$ cat src/vpsr_params.svh
// Offsets, field positions, reset values and timing counts for the emulated PHY status and identifier registers.
`ifndef VPSR_PARAMS_SVH
`define VPSR_PARAMS_SVH

// ****************************************************************
// Internal register map, byte offsets.
// ****************************************************************
`define VPSR_ADDR_W 9
`define VPSR_STATUS_OFS 9'h1c4
`define VPSR_IDENT_HIGH_OFS 9'h1c8
`define VPSR_IDENT_LOW_OFS 9'h1cc

// ****************************************************************
// Management register indices.
// ****************************************************************
`define VPSR_IDX_W 5
`define VPSR_STATUS_IDX 5'h01
`define VPSR_IDENT_HIGH_IDX 5'h02
`define VPSR_IDENT_LOW_IDX 5'h03

// ****************************************************************
// Status word fixed bits and field positions.
// ****************************************************************
`define VPSR_STATUS_FIXED 16'h780d
`define VPSR_STATUS_AN_DONE_BIT 5
`define VPSR_PAD_ZERO 16'h0000

// ****************************************************************
// Identifier reset values.
// ****************************************************************
`define VPSR_IDENT_HIGH_RST 16'h0000
`define VPSR_IDENT_LOW_RST 16'h0000

// ****************************************************************
// Timing: emulated negotiation settle time.
// ****************************************************************
`define VPSR_CLK_PERIOD_NS 100
`define VPSR_AN_SETTLE_NS 1000
`define VPSR_AN_SETTLE_CYC \
  ((`VPSR_AN_SETTLE_NS + `VPSR_CLK_PERIOD_NS - 1) / `VPSR_CLK_PERIOD_NS)

`endif

$ cat src/vpsr_pkg.sv
// Types shared by the emulated PHY status and identifier registers.
package vpsr_pkg;

  // Internal 32-bit register access request.
  typedef struct packed {
    logic wr;
    logic rd;
    logic [8:0] addr;
    logic [31:0] wdata;
  } vpsr_int_req_t;

  // Management 16-bit register access request.
  typedef struct packed {
    logic wr;
    logic rd;
    logic [4:0] idx;
    logic [15:0] wdata;
  } vpsr_mii_req_t;

  // Lower identifier word layout.
  typedef struct packed {
    logic [5:0] oui_low;
    logic [5:0] model;
    logic [3:0] revision;
  } vpsr_ident_low_t;

  // Register selector after decode.
  typedef enum logic [1:0] {
    VPSR_SEL_NONE,
    VPSR_SEL_STATUS,
    VPSR_SEL_IDENT_HIGH,
    VPSR_SEL_IDENT_LOW
  } vpsr_sel_t;

endpackage

$ cat src/vpsr_regs.sv
// Emulated PHY status and identifier registers with internal and management access.
//
// What this block does
// - Ability bits 14 to 11 read one.
// - Bits 15, 10, 9 always read zero.
// - Bit 8 reads zero, no extended status.
// - Bit 6 reads zero, preamble required.
// - Bit 5 clears on reset, sets later.
// - Fault zero, link one, jabber zero.
// - Bit 3 reads one, negotiation capable.
// - Bit 0 reads one, extended capability.
// - 32-bit words, upper half reads zero.
// - Status at 1C4h and index 1.
// - High identifier at 1C8h, index 2, writable.
// - Low identifier fields writable, default zero.
// - Low identifier at 1CCh and index 3.
// - Soft reset returns registers to defaults.
`timescale 1ns/1ps
`default_nettype none

`include "vpsr_params.svh"

module vpsr_regs #(
  parameter int unsigned AN_SETTLE_CYC = `VPSR_AN_SETTLE_CYC,
  parameter int unsigned AN_CNT_W = 8
) (
  // Clock and reset.
  input wire logic core_clk_i,
  input wire logic rst_i,
  // Soft reset pulse from the emulated control register.
  input wire logic emulated_phy_soft_reset_i,
  // Internal 32-bit register port.
  input wire vpsr_pkg::vpsr_int_req_t int_req_i,
  output logic [31:0] int_rdata_o,
  output logic int_rvalid_o,
  // Management 16-bit register port.
  input wire vpsr_pkg::vpsr_mii_req_t mii_req_i,
  output logic [15:0] mii_rdata_o,
  output logic mii_rvalid_o,
  // Negotiation complete level.
  output logic an_complete_o
);

  // ****************************************************************
  // Storage.
  // ****************************************************************
  logic [15:0] ident_high_reg; // Upper identifier word.
  logic [15:0] ident_high_next; // Next upper identifier word.
  vpsr_pkg::vpsr_ident_low_t ident_low_reg; // Lower identifier fields.
  vpsr_pkg::vpsr_ident_low_t ident_low_next; // Next lower identifier.
  logic [31:0] int_rdata_reg; // Internal read data.
  logic [31:0] int_rdata_next; // Next internal read data.
  logic int_rvalid_reg; // Internal read answer pulse.
  logic int_rvalid_next; // Next internal answer pulse.
  logic [15:0] mii_rdata_reg; // Management read data.
  logic [15:0] mii_rdata_next; // Next management read data.
  logic mii_rvalid_reg; // Management read answer pulse.
  logic mii_rvalid_next; // Next management answer pulse.
  logic an_done_reg; // Copy of the timer flag for the output.
  logic an_done; // Timer flag.
  logic an_restart; // Restart for the emulated negotiation.
  logic [15:0] status_word; // Live status word.
  vpsr_pkg::vpsr_sel_t int_sel; // Register chosen by the internal port.
  vpsr_pkg::vpsr_sel_t mii_sel; // Register chosen by the management port.

  // ****************************************************************
  // Emulated negotiation.
  // ****************************************************************

  assign an_restart = emulated_phy_soft_reset_i;

  // Runs the settle time after reset and after every soft reset.
  vpsr_an_timer #(
    .SETTLE_CYC(AN_SETTLE_CYC),
    .CNT_W(AN_CNT_W)
  ) u_an_timer (
    .core_clk_i(core_clk_i),
    .rst_i(rst_i),
    .restart_i(an_restart),
    .done_o(an_done)
  );

  // ****************************************************************
  // Status word.
  // ****************************************************************

  // Builds the status word from its fixed bits and the negotiation flag.
  always_comb begin
    status_word = `VPSR_STATUS_FIXED;
    status_word[`VPSR_STATUS_AN_DONE_BIT] = an_done;
  end

  // ****************************************************************
  // Address decode.
  // ****************************************************************

  always_comb begin
    case (int_req_i.addr)
      `VPSR_STATUS_OFS: int_sel = vpsr_pkg::VPSR_SEL_STATUS;
      `VPSR_IDENT_HIGH_OFS: int_sel = vpsr_pkg::VPSR_SEL_IDENT_HIGH;
      `VPSR_IDENT_LOW_OFS: int_sel = vpsr_pkg::VPSR_SEL_IDENT_LOW;
      default: int_sel = vpsr_pkg::VPSR_SEL_NONE;
    endcase
    case (mii_req_i.idx)
      `VPSR_STATUS_IDX: mii_sel = vpsr_pkg::VPSR_SEL_STATUS;
      `VPSR_IDENT_HIGH_IDX: mii_sel = vpsr_pkg::VPSR_SEL_IDENT_HIGH;
      `VPSR_IDENT_LOW_IDX: mii_sel = vpsr_pkg::VPSR_SEL_IDENT_LOW;
      default: mii_sel = vpsr_pkg::VPSR_SEL_NONE;
    endcase
  end

  // Returns the 16-bit value of a selected register, zero when unmapped.
  function automatic logic [15:0] read_word(input vpsr_pkg::vpsr_sel_t sel,
                                            input logic [15:0] status,
                                            input logic [15:0] high,
                                            input logic [15:0] low);
    logic [15:0] word;
    word = `VPSR_PAD_ZERO;
    case (sel)
      vpsr_pkg::VPSR_SEL_STATUS: word = status;
      vpsr_pkg::VPSR_SEL_IDENT_HIGH: word = high;
      vpsr_pkg::VPSR_SEL_IDENT_LOW: word = low;
      default: word = `VPSR_PAD_ZERO;
    endcase
    return word;
  endfunction

  // ****************************************************************
  // Identifier registers.
  // ****************************************************************

  // Applies writes; the internal port wins over the management port.
  always_comb begin
    ident_high_next = ident_high_reg;
    ident_low_next = ident_low_reg;
    if (emulated_phy_soft_reset_i) begin
      ident_high_next = `VPSR_IDENT_HIGH_RST;
      ident_low_next = `VPSR_IDENT_LOW_RST;
    end else begin
      // Management writes carry only the low 16 bits.
      if (mii_req_i.wr && mii_sel == vpsr_pkg::VPSR_SEL_IDENT_HIGH) begin
        ident_high_next = mii_req_i.wdata;
      end
      if (mii_req_i.wr && mii_sel == vpsr_pkg::VPSR_SEL_IDENT_LOW) begin
        ident_low_next = mii_req_i.wdata;
      end
      if (int_req_i.wr && int_sel == vpsr_pkg::VPSR_SEL_IDENT_HIGH) begin
        ident_high_next = int_req_i.wdata[15:0];
      end
      if (int_req_i.wr && int_sel == vpsr_pkg::VPSR_SEL_IDENT_LOW) begin
        ident_low_next = int_req_i.wdata[15:0];
      end
    end
  end

  // Registers the identifier words.
  always_ff @(posedge core_clk_i) begin
    if (rst_i) begin
      ident_high_reg <= `VPSR_IDENT_HIGH_RST;
      ident_low_reg <= `VPSR_IDENT_LOW_RST;
    end else begin
      ident_high_reg <= ident_high_next;
      ident_low_reg <= ident_low_next;
    end
  end

  // ****************************************************************
  // Read answers.
  // ****************************************************************

  // Captures read data one cycle after each read strobe.
  always_comb begin
    int_rvalid_next = int_req_i.rd;
    mii_rvalid_next = mii_req_i.rd;
    int_rdata_next = int_rdata_reg;
    mii_rdata_next = mii_rdata_reg;
    if (int_req_i.rd) begin
      int_rdata_next = {`VPSR_PAD_ZERO,
                        read_word(int_sel, status_word, ident_high_reg,
                                  ident_low_reg)};
    end
    if (mii_req_i.rd) begin
      mii_rdata_next = read_word(mii_sel, status_word, ident_high_reg,
                                 ident_low_reg);
    end
  end

  // Registers the read answers and the negotiation flag.
  always_ff @(posedge core_clk_i) begin
    if (rst_i) begin
      int_rdata_reg <= 32'h0000_0000;
      int_rvalid_reg <= 1'b0;
      mii_rdata_reg <= 16'h0000;
      mii_rvalid_reg <= 1'b0;
      an_done_reg <= 1'b0;
    end else begin
      int_rdata_reg <= int_rdata_next;
      int_rvalid_reg <= int_rvalid_next;
      mii_rdata_reg <= mii_rdata_next;
      mii_rvalid_reg <= mii_rvalid_next;
      an_done_reg <= an_done;
    end
  end

  assign int_rdata_o = int_rdata_reg;
  assign int_rvalid_o = int_rvalid_reg;
  assign mii_rdata_o = mii_rdata_reg;
  assign mii_rvalid_o = mii_rvalid_reg;
  assign an_complete_o = an_done_reg;

endmodule

`default_nettype wire

$ cat src/vpsr_an_timer.sv
// Emulated negotiation timer that raises a done flag after a settle time.
`timescale 1ns/1ps
`default_nettype none

module vpsr_an_timer #(
  parameter int unsigned SETTLE_CYC = 10,
  parameter int unsigned CNT_W = 8
) (
  // Clock and reset.
  input wire logic core_clk_i,
  input wire logic rst_i,
  // Restart request from the soft reset.
  input wire logic restart_i,
  // Negotiation finished.
  output logic done_o
);

  typedef enum logic {
    VPSR_AN_RUN,
    VPSR_AN_DONE
  } vpsr_an_state_t;

  vpsr_an_state_t state_reg; // Current phase of the emulated run.
  vpsr_an_state_t state_next; // Next phase.
  logic [CNT_W-1:0] cnt_reg; // Cycles spent in the run phase.
  logic [CNT_W-1:0] cnt_next; // Next cycle count.
  logic done_reg; // Registered done flag.
  logic done_next; // Next done flag.

  localparam logic [CNT_W-1:0] LAST = CNT_W'(SETTLE_CYC - 1);

  // Counts the settle time, then holds done until the next restart.
  always_comb begin
    state_next = state_reg;
    cnt_next = cnt_reg;
    done_next = done_reg;
    if (restart_i) begin
      // A restart clears done at once and starts a fresh run.
      state_next = VPSR_AN_RUN;
      cnt_next = '0;
      done_next = 1'b0;
    end else begin
      case (state_reg)
        VPSR_AN_RUN: begin
          if (cnt_reg == LAST) begin
            state_next = VPSR_AN_DONE;
            done_next = 1'b1;
          end else begin
            cnt_next = cnt_reg + CNT_W'(1);
          end
        end
        VPSR_AN_DONE: begin
          done_next = 1'b1;
        end
        default: begin
          state_next = VPSR_AN_RUN;
          cnt_next = '0;
          done_next = 1'b0;
        end
      endcase
    end
  end

  // Registers the timer state.
  always_ff @(posedge core_clk_i) begin
    if (rst_i) begin
      state_reg <= VPSR_AN_RUN;
      cnt_reg <= '0;
      done_reg <= 1'b0;
    end else begin
      state_reg <= state_next;
      cnt_reg <= cnt_next;
      done_reg <= done_next;
    end
  end

  assign done_o = done_reg;

endmodule

`default_nettype wire

$ cat config.mk
export PLATFORM = sky130hd
export DESIGN_NAME = vpsr_regs
export DESIGN_NICKNAME = d
export VERILOG_FILES = /design/src/vpsr_pkg.sv /design/src/vpsr_regs.sv /design/src/vpsr_an_timer.sv
export VERILOG_INCLUDE_DIRS = /design/src /design/src/src
export SDC_FILE = /design/constraint.sdc
export NUM_CORES = 1
export LEC_CHECK = 0
export ABC_CLOCK_PERIOD_IN_PS = 1900
export BUFFER_PORTS_ARGS = -buffer_cell sky130_fd_sc_hd__clkbuf_2
export CORE_ASPECT_RATIO = 0.8
export CORE_MARGIN = 2
export CORE_UTILIZATION = 51
export CTS_CLUSTER_DIAMETER = 40
export CTS_CLUSTER_SIZE = 12
export DETAILED_ROUTE_END_ITERATION = 6
export PLACE_DENSITY = 0.83
export SLEW_MARGIN = 40
export SYNTH_ARGS = -nofsm -noshare
export SYNTH_HDL_FRONTEND = slang
export SYNTH_HIERARCHICAL = 1
export SYNTH_SLANG_ARGS = --single-unit
$ cat constraint.sdc
create_clock -name core_clk_i -period 1.9 [get_ports core_clk_i]
set_clock_uncertainty 0.15 [all_clocks]
set_input_delay 0.095 -clock core_clk_i [delete_from_list [all_inputs] [get_ports core_clk_i]]
set_output_delay 0.095 -clock core_clk_i [all_outputs]
set_load 0.02 [all_outputs]
# ---- Yosys cells after proc, flatten, opt, wreduce, memory -nomap -nowiden
# Index checks and enable logic that the tools add are counted.
dict set report word_totals {
  reg_bits 77
  word_cells 49
  out_inout_bits 51
  input_bits 69
}
dict set report op_classes {
  eq_ne 14
  add_sub_neg 1
  n_mux 12
  reduce_logical 8
  n_bitwise 2
}
# cell n
set op_table {}
lappend op_table {{case mux 16 bit (3 select lines)} 2}
lappend op_table {{two-way mux 16 bit} 4}
lappend op_table {{equality test 9 bit, second input constant} 3}
lappend op_table {{case mux 2 bit (3 select lines)} 2}
lappend op_table {{equality test 5 x 2 -> 1 bit, second input constant} 2}
lappend op_table {{adder 8 x 1 -> 8 bit, second input constant} 1}
lappend op_table {{equality test 2 bit, second input constant} 4}
lappend op_table {{equality test 8 x 4 -> 1 bit, second input constant} 1}
lappend op_table {{equality test 5 x 1 -> 1 bit, second input constant} 1}
lappend op_table {{equality test 2 x 1 -> 1 bit, second input constant} 2}
lappend op_table {{logical AND 1 bit} 4}
lappend op_table {{nonzero test 2 bit} 2}
lappend op_table {{two-way mux 1 bit} 3}
lappend op_table {{inequality test 2 x 1 -> 1 bit, second input constant} 1}
lappend op_table {{NOT 1 bit} 2}
lappend op_table {{case mux 1 bit (2 select lines)} 1}
lappend op_table {{AND reduction 2 bit} 1}
lappend op_table {{OR reduction 2 bit} 1}

# ---- Depth between registers and ports, before layout
dict set report logic_depth {
  depth_word 6
  depth_mapped 6
  mapped_depth_nobuf 5
}

# ---- Cells and area by module
# Netlist, hierarchy kept.
# mod seq_area_each_um2 cells_per_inst area_each_um2 n_inst
set by_module_without_submodules {}
lappend by_module_without_submodules {vpsr_regs 1341.3 385 3163.0 1}
lappend by_module_without_submodules {vpsr_an_timer 200.2 51 471.7 1}

# ---- Least setup slack after synthesis
# OpenSTA, ideal clock, no wires.
dict set report synth_timing {
  path_type {register to register}
  start {register u_an_timer.cnt_reg[1]}
  end {register u_an_timer.cnt_reg[0]}
  t_arrival_ps 1304
  path_stages_with_launch 6
  n_path_buf 0
  period_less_slack_ps 1578
  setup_ps 123
  t_required_ps 1627
  setup_slack_ps 322
  path_cell_list {dfxtp_1 inv_1 ha_1 and4bb_1 a21oi_2 mux2_1}
}
dict set report synth_between {
  elab_chain_len 3
}
# element line
set synth_rtl {}
lappend synth_rtl {{start, declared} vpsr_an_timer.sv:25} ;# logic [CNT_W-1:0] cnt_reg;
lappend synth_rtl {{start signal, assigned} vpsr_an_timer.sv:72} ;# cnt_reg <= cnt_next;
lappend synth_rtl {{equality test 8 x 4 -> 1 bit} vpsr_an_timer.sv:45} ;# if (cnt_reg == LAST) begin
lappend synth_rtl {{NOT 1 bit (no source line)} --}
lappend synth_rtl {{AND reduction 2 bit (no source line)} --}
# Every way passes these cells.
# A chain may end at the register's enable or synchronous reset.

# ---- Final worst setup path
dict set report layout_timing {
  start {input port int_req_i[32] (netlist bit)}
  end {register ident_high_reg[8]}
}
dict set report layout_between {
  elab_chain_len 5
  word_cells_on_any_way 8
  classes_between {eq/ne: 4; mux: 2; reduce/logical: 2}
}
# element line
set layout_rtl {}
lappend layout_rtl {{start, declared} vpsr_regs.sv:33} ;# input wire vpsr_pkg::vpsr_int_req_t int_req_i,
lappend layout_rtl {{equality test 9 bit} vpsr_regs.sv:98} ;# case (int_req_i.addr)
lappend layout_rtl {{case mux 2 bit (3 select lines) *} vpsr_regs.sv:98}
lappend layout_rtl {{equality test 2 bit *} vpsr_regs.sv:147} ;# if (int_req_i.wr && int_sel == vpsr_pkg::VPSR_SEL_IDENT_HIGH) begin
lappend layout_rtl {{logical AND 1 bit *} vpsr_regs.sv:147}
lappend layout_rtl {{two-way mux 16 bit or nonzero test 2 bit (tied branches)} --}
lappend layout_rtl {{end signal, assigned} vpsr_regs.sv:159} ;# ident_high_reg <= `VPSR_IDENT_HIGH_RST;
lappend layout_rtl {{end signal, assigned} vpsr_regs.sv:162} ;# ident_high_reg <= ident_high_next;
lappend layout_rtl {{end, declared} vpsr_regs.sv:47} ;# logic [15:0] ident_high_reg;
# Mark *: on every way between the ends. The rest lies on a longest branch, timed or not.

==> summary.txt <==
Clocking
  • Insertion delay of the later-clocked pin in the worst-skew pair: 360 ps
  • CTS H-Tree Depth: 3
  • Root buf cell: clkbuf_8
  • TritonCTS clock tree: built
  • CTS clk-pin slew, worst paths: 70 ps
  • Number of buffers added by the clock tree synthesis step: 9
  • Number of buffers on the longest clock path: 2
  • Count of clock tree sinks: 77

GRT
  • Global Route met3 Usage: 6.48%
  • Residual overflow from global routing: 0
  • GRT met2 Usage: 47.6%
  • Aggregate global-route resource usage: 28.2%
  • Largest net degree at the start of global routing: 33
  • Wire length of the first global-routing pass: 17.6 mm
  • Global Route met1 Usage: 35.1%
  • Antenna violations before repair: 0
  • GRT busiest layer: met2
  • Number of global-route vias before repair: 3712

Pwr
  • Worst IR Drop VDD: 0.386 mV
  • Total design power: 0.00322 W
  • Pwr/cell area: 676 nW/µm²
  • Static Leakage: 1.86 nW

Timing
  • Final period demand of the worst path: 1780 ps
  • Timing-limited maximum frequency: 561 MHz
  • Count of pins over their slew limit: 0
  • Final setup violation count: 0
  • Share of the cycle needed by the critical path after routing: 93.9%
  • TNS Setup: 0 ps
  • Final hold viol count: 0
  • Worst hold slack after final layout: 27.1 ps
  • Setup repair after global routing missed its margin: false
  • Max_slew headroom: 57.4%
  • Least-Margin Pin Slew: 638 ps

Yosys
  • Flops & latches, synth: 77
  • Biggest area contributors in the synthesized netlist: dfxtp_1, nand2_1, o21ai_0, a31oi_1, buf_4
  • Number of synthesized flops with an enable pin: 0
  • Count of different cell masters after synthesis: 47
  • Async S/R FF share, synth: 0%
  • Cell area after technology mapping: 3630 µm²
  • Yosys top cell area share: 42.4%
  • Post-synthesis area per instance: 8.34 µm²
  • Number of standard cells after synthesis: 436
  • Primary flip-flop cell chosen by synthesis mapping: dfxtp_1
  • Sequential share of the synthesized area: 42.4%
  • Yosys warns: 6
  • Dominant cell type by area after synthesis: dfxtp_1

Place
  • DPL Wire Length: 7.00 mm
  • Buffers added on ports: 87
  • Total instance count after detailed placement: 594
  • Weighted congestion at the end of routability-driven global placement: 0.874

Final layout
  • Fraction of final layout cells with drive strength greater than 1: 23.6%
  • Number of nets in the layout: 640
  • Commonest non-fill, non-tap cells in the layout: nand2_1, clkbuf_2, dfxtp_1
  • Final Instance Count excl. Fillers: 660
  • Antenna diode instance count: 0
  • Area overhead of the layout relative to synthesis: 31.3%
  • Final-layout fill cell count: 525
  • Most common cell after layout, fill and taps aside: nand2_1

Route
  • Wire length per cell: 16.7 µm
  • Overall routed net length: 11.0 mm
  • Post-detailed-route DRC marker count: 0
  • Count of vias placed by the detailed router: 3878
  • Violation count after the first detailed-routing iteration: 413
  • Mean number of vias per cell: 5.88
  • Number of optimization iterations in the first detailed-route pass: 5
  • Post-detailed-route count of antenna-violating nets: 0

Critical path
  • Element type at the critical path end: register
  • Worst EP required: 2050 ps
  • Category of the most critical setup path: input port to register
  • Critical Path AT: 1930 ps
  • Startpoint Class: input port
  • CP Max Fanout: 32

Hold path
  • Hold/Removal Path Class: input port to register

Floorplanning
  • Placeable Area: 6890 µm²
  • Die H: 79.5 µm
  • Number of placement rows: 27
  • Horizontal die dimension: 98.4 µm
  • Overall die area: 7820 µm²
  • Initial Util: 52.7%
  • Number of ports placed on the die boundary: 120

Job
  • Max-cap violation count: 0

Status
  • Run status: finished, final reports clean
==> kinds of logic after synthesis <==
| logic type | count (synthesis) | share of synthesized area (%) |
|---|---|---|
| simple gates | 162 | 22.2 |
| xor+xnor | 2 | 0.482 |
| mux | 3 | 0.895 |
| compound gates | 139 | 25.3 |
| buf+inv | 50 | 7.99 |
| flops | 77 | 42.4 |
| other cells | 1 | 0.103 |
| fa+ha+maj | 2 | 0.688 |
==> cell type report <==
cell class                      count  area [µm²]  area share (%)
Inverter                            3        11.3           0.236
Tap cell                           87         109            2.28
Clock buffer                       13         139            2.91
Timing Repair Buffer              154        1070            22.4
Clock inverter                      2        35.0           0.734
Sequential cell                    77        1540            32.3
Multi-Input combinational cell    324        1870            39.1
==> final timing paths <==
kind | cells after the start | endpoint | slack (ps) | startpoint
setup / recovery | 7 | ident_high_reg[8] | 120 | int_req_i[32]
hold / removal | 3 | u_an_timer/cnt_reg[6] | 30 | emulated_phy_soft_reset_i
setup reg to reg | 5 | u_an_timer/cnt_reg[0] | 200 | u_an_timer/cnt_reg[1]
hold reg to reg | 2 | int_rdata_o[2] | 320 | int_rdata_o[2]
==> critical path: stages <==
cell and delay, ps:
clkbuf_2 110, nand4bb_1 340, nand4_1 200, buf_6 250
o21ai_0 140, a31oi_1 200, dlygate4sd3_1 580
==> Yosys cell counts (3+ instances only) <==
master / instances
dfxtp_1: 77
nand2_1: 92
and2_1: 6
o21ai_0: 50
a21oi_1: 12
clkbuf_1: 16
nand4bb_1: 3
a31oi_1: 32
buf_2: 8
a22oi_2: 4
inv_1: 3
buf_4: 19
nor2b_1: 5
a211oi_1: 9
a311oi_1: 8
a22oi_1: 12
or3_1: 3
nor2_1: 33
a211oi_2: 7
==> metal layers <==
layer,part of all wire [%],vias to the layer above
met5,0,-
met4,3.2,0
met3,9.9,45
met2,48,243
met1,39,1796
li1,-,1794
==> stage by stage <==
step / area (µm²) / utilization [%] / setup WS (ps)
after floorplan: 3690 / - / 322
after global placement: 4080 / 59.2 / 257
after detailed placement: 4080 / 59.2 / 207
after CTS: 4770 / 69.2 / 204
after global routing: 4770 / 69.2 / 32.6
final: 4770 / 69.2 / 117
==> repair_timing <==
item	in CTS	in global routing
buffers inserted	0	0
setup endpoints to repair	0	2
resized for setup	0	1
hold endpoints to repair	43	0
hold buffers	51	0
==> power breakdown <==
| part | internal, W | leakage, nW | total [W] | switching (W) |
|---|---|---|---|---|
| logic | 0.000163 | 1.15 | 0.000389 | 0.000226 |
| registers | 0.00164 | 0.625 | 0.00167 | 0.0000231 |
| clock network | 0.000600 | 0.0875 | 0.00117 | 0.000566 |
Power figures use the tool's default switching activity.
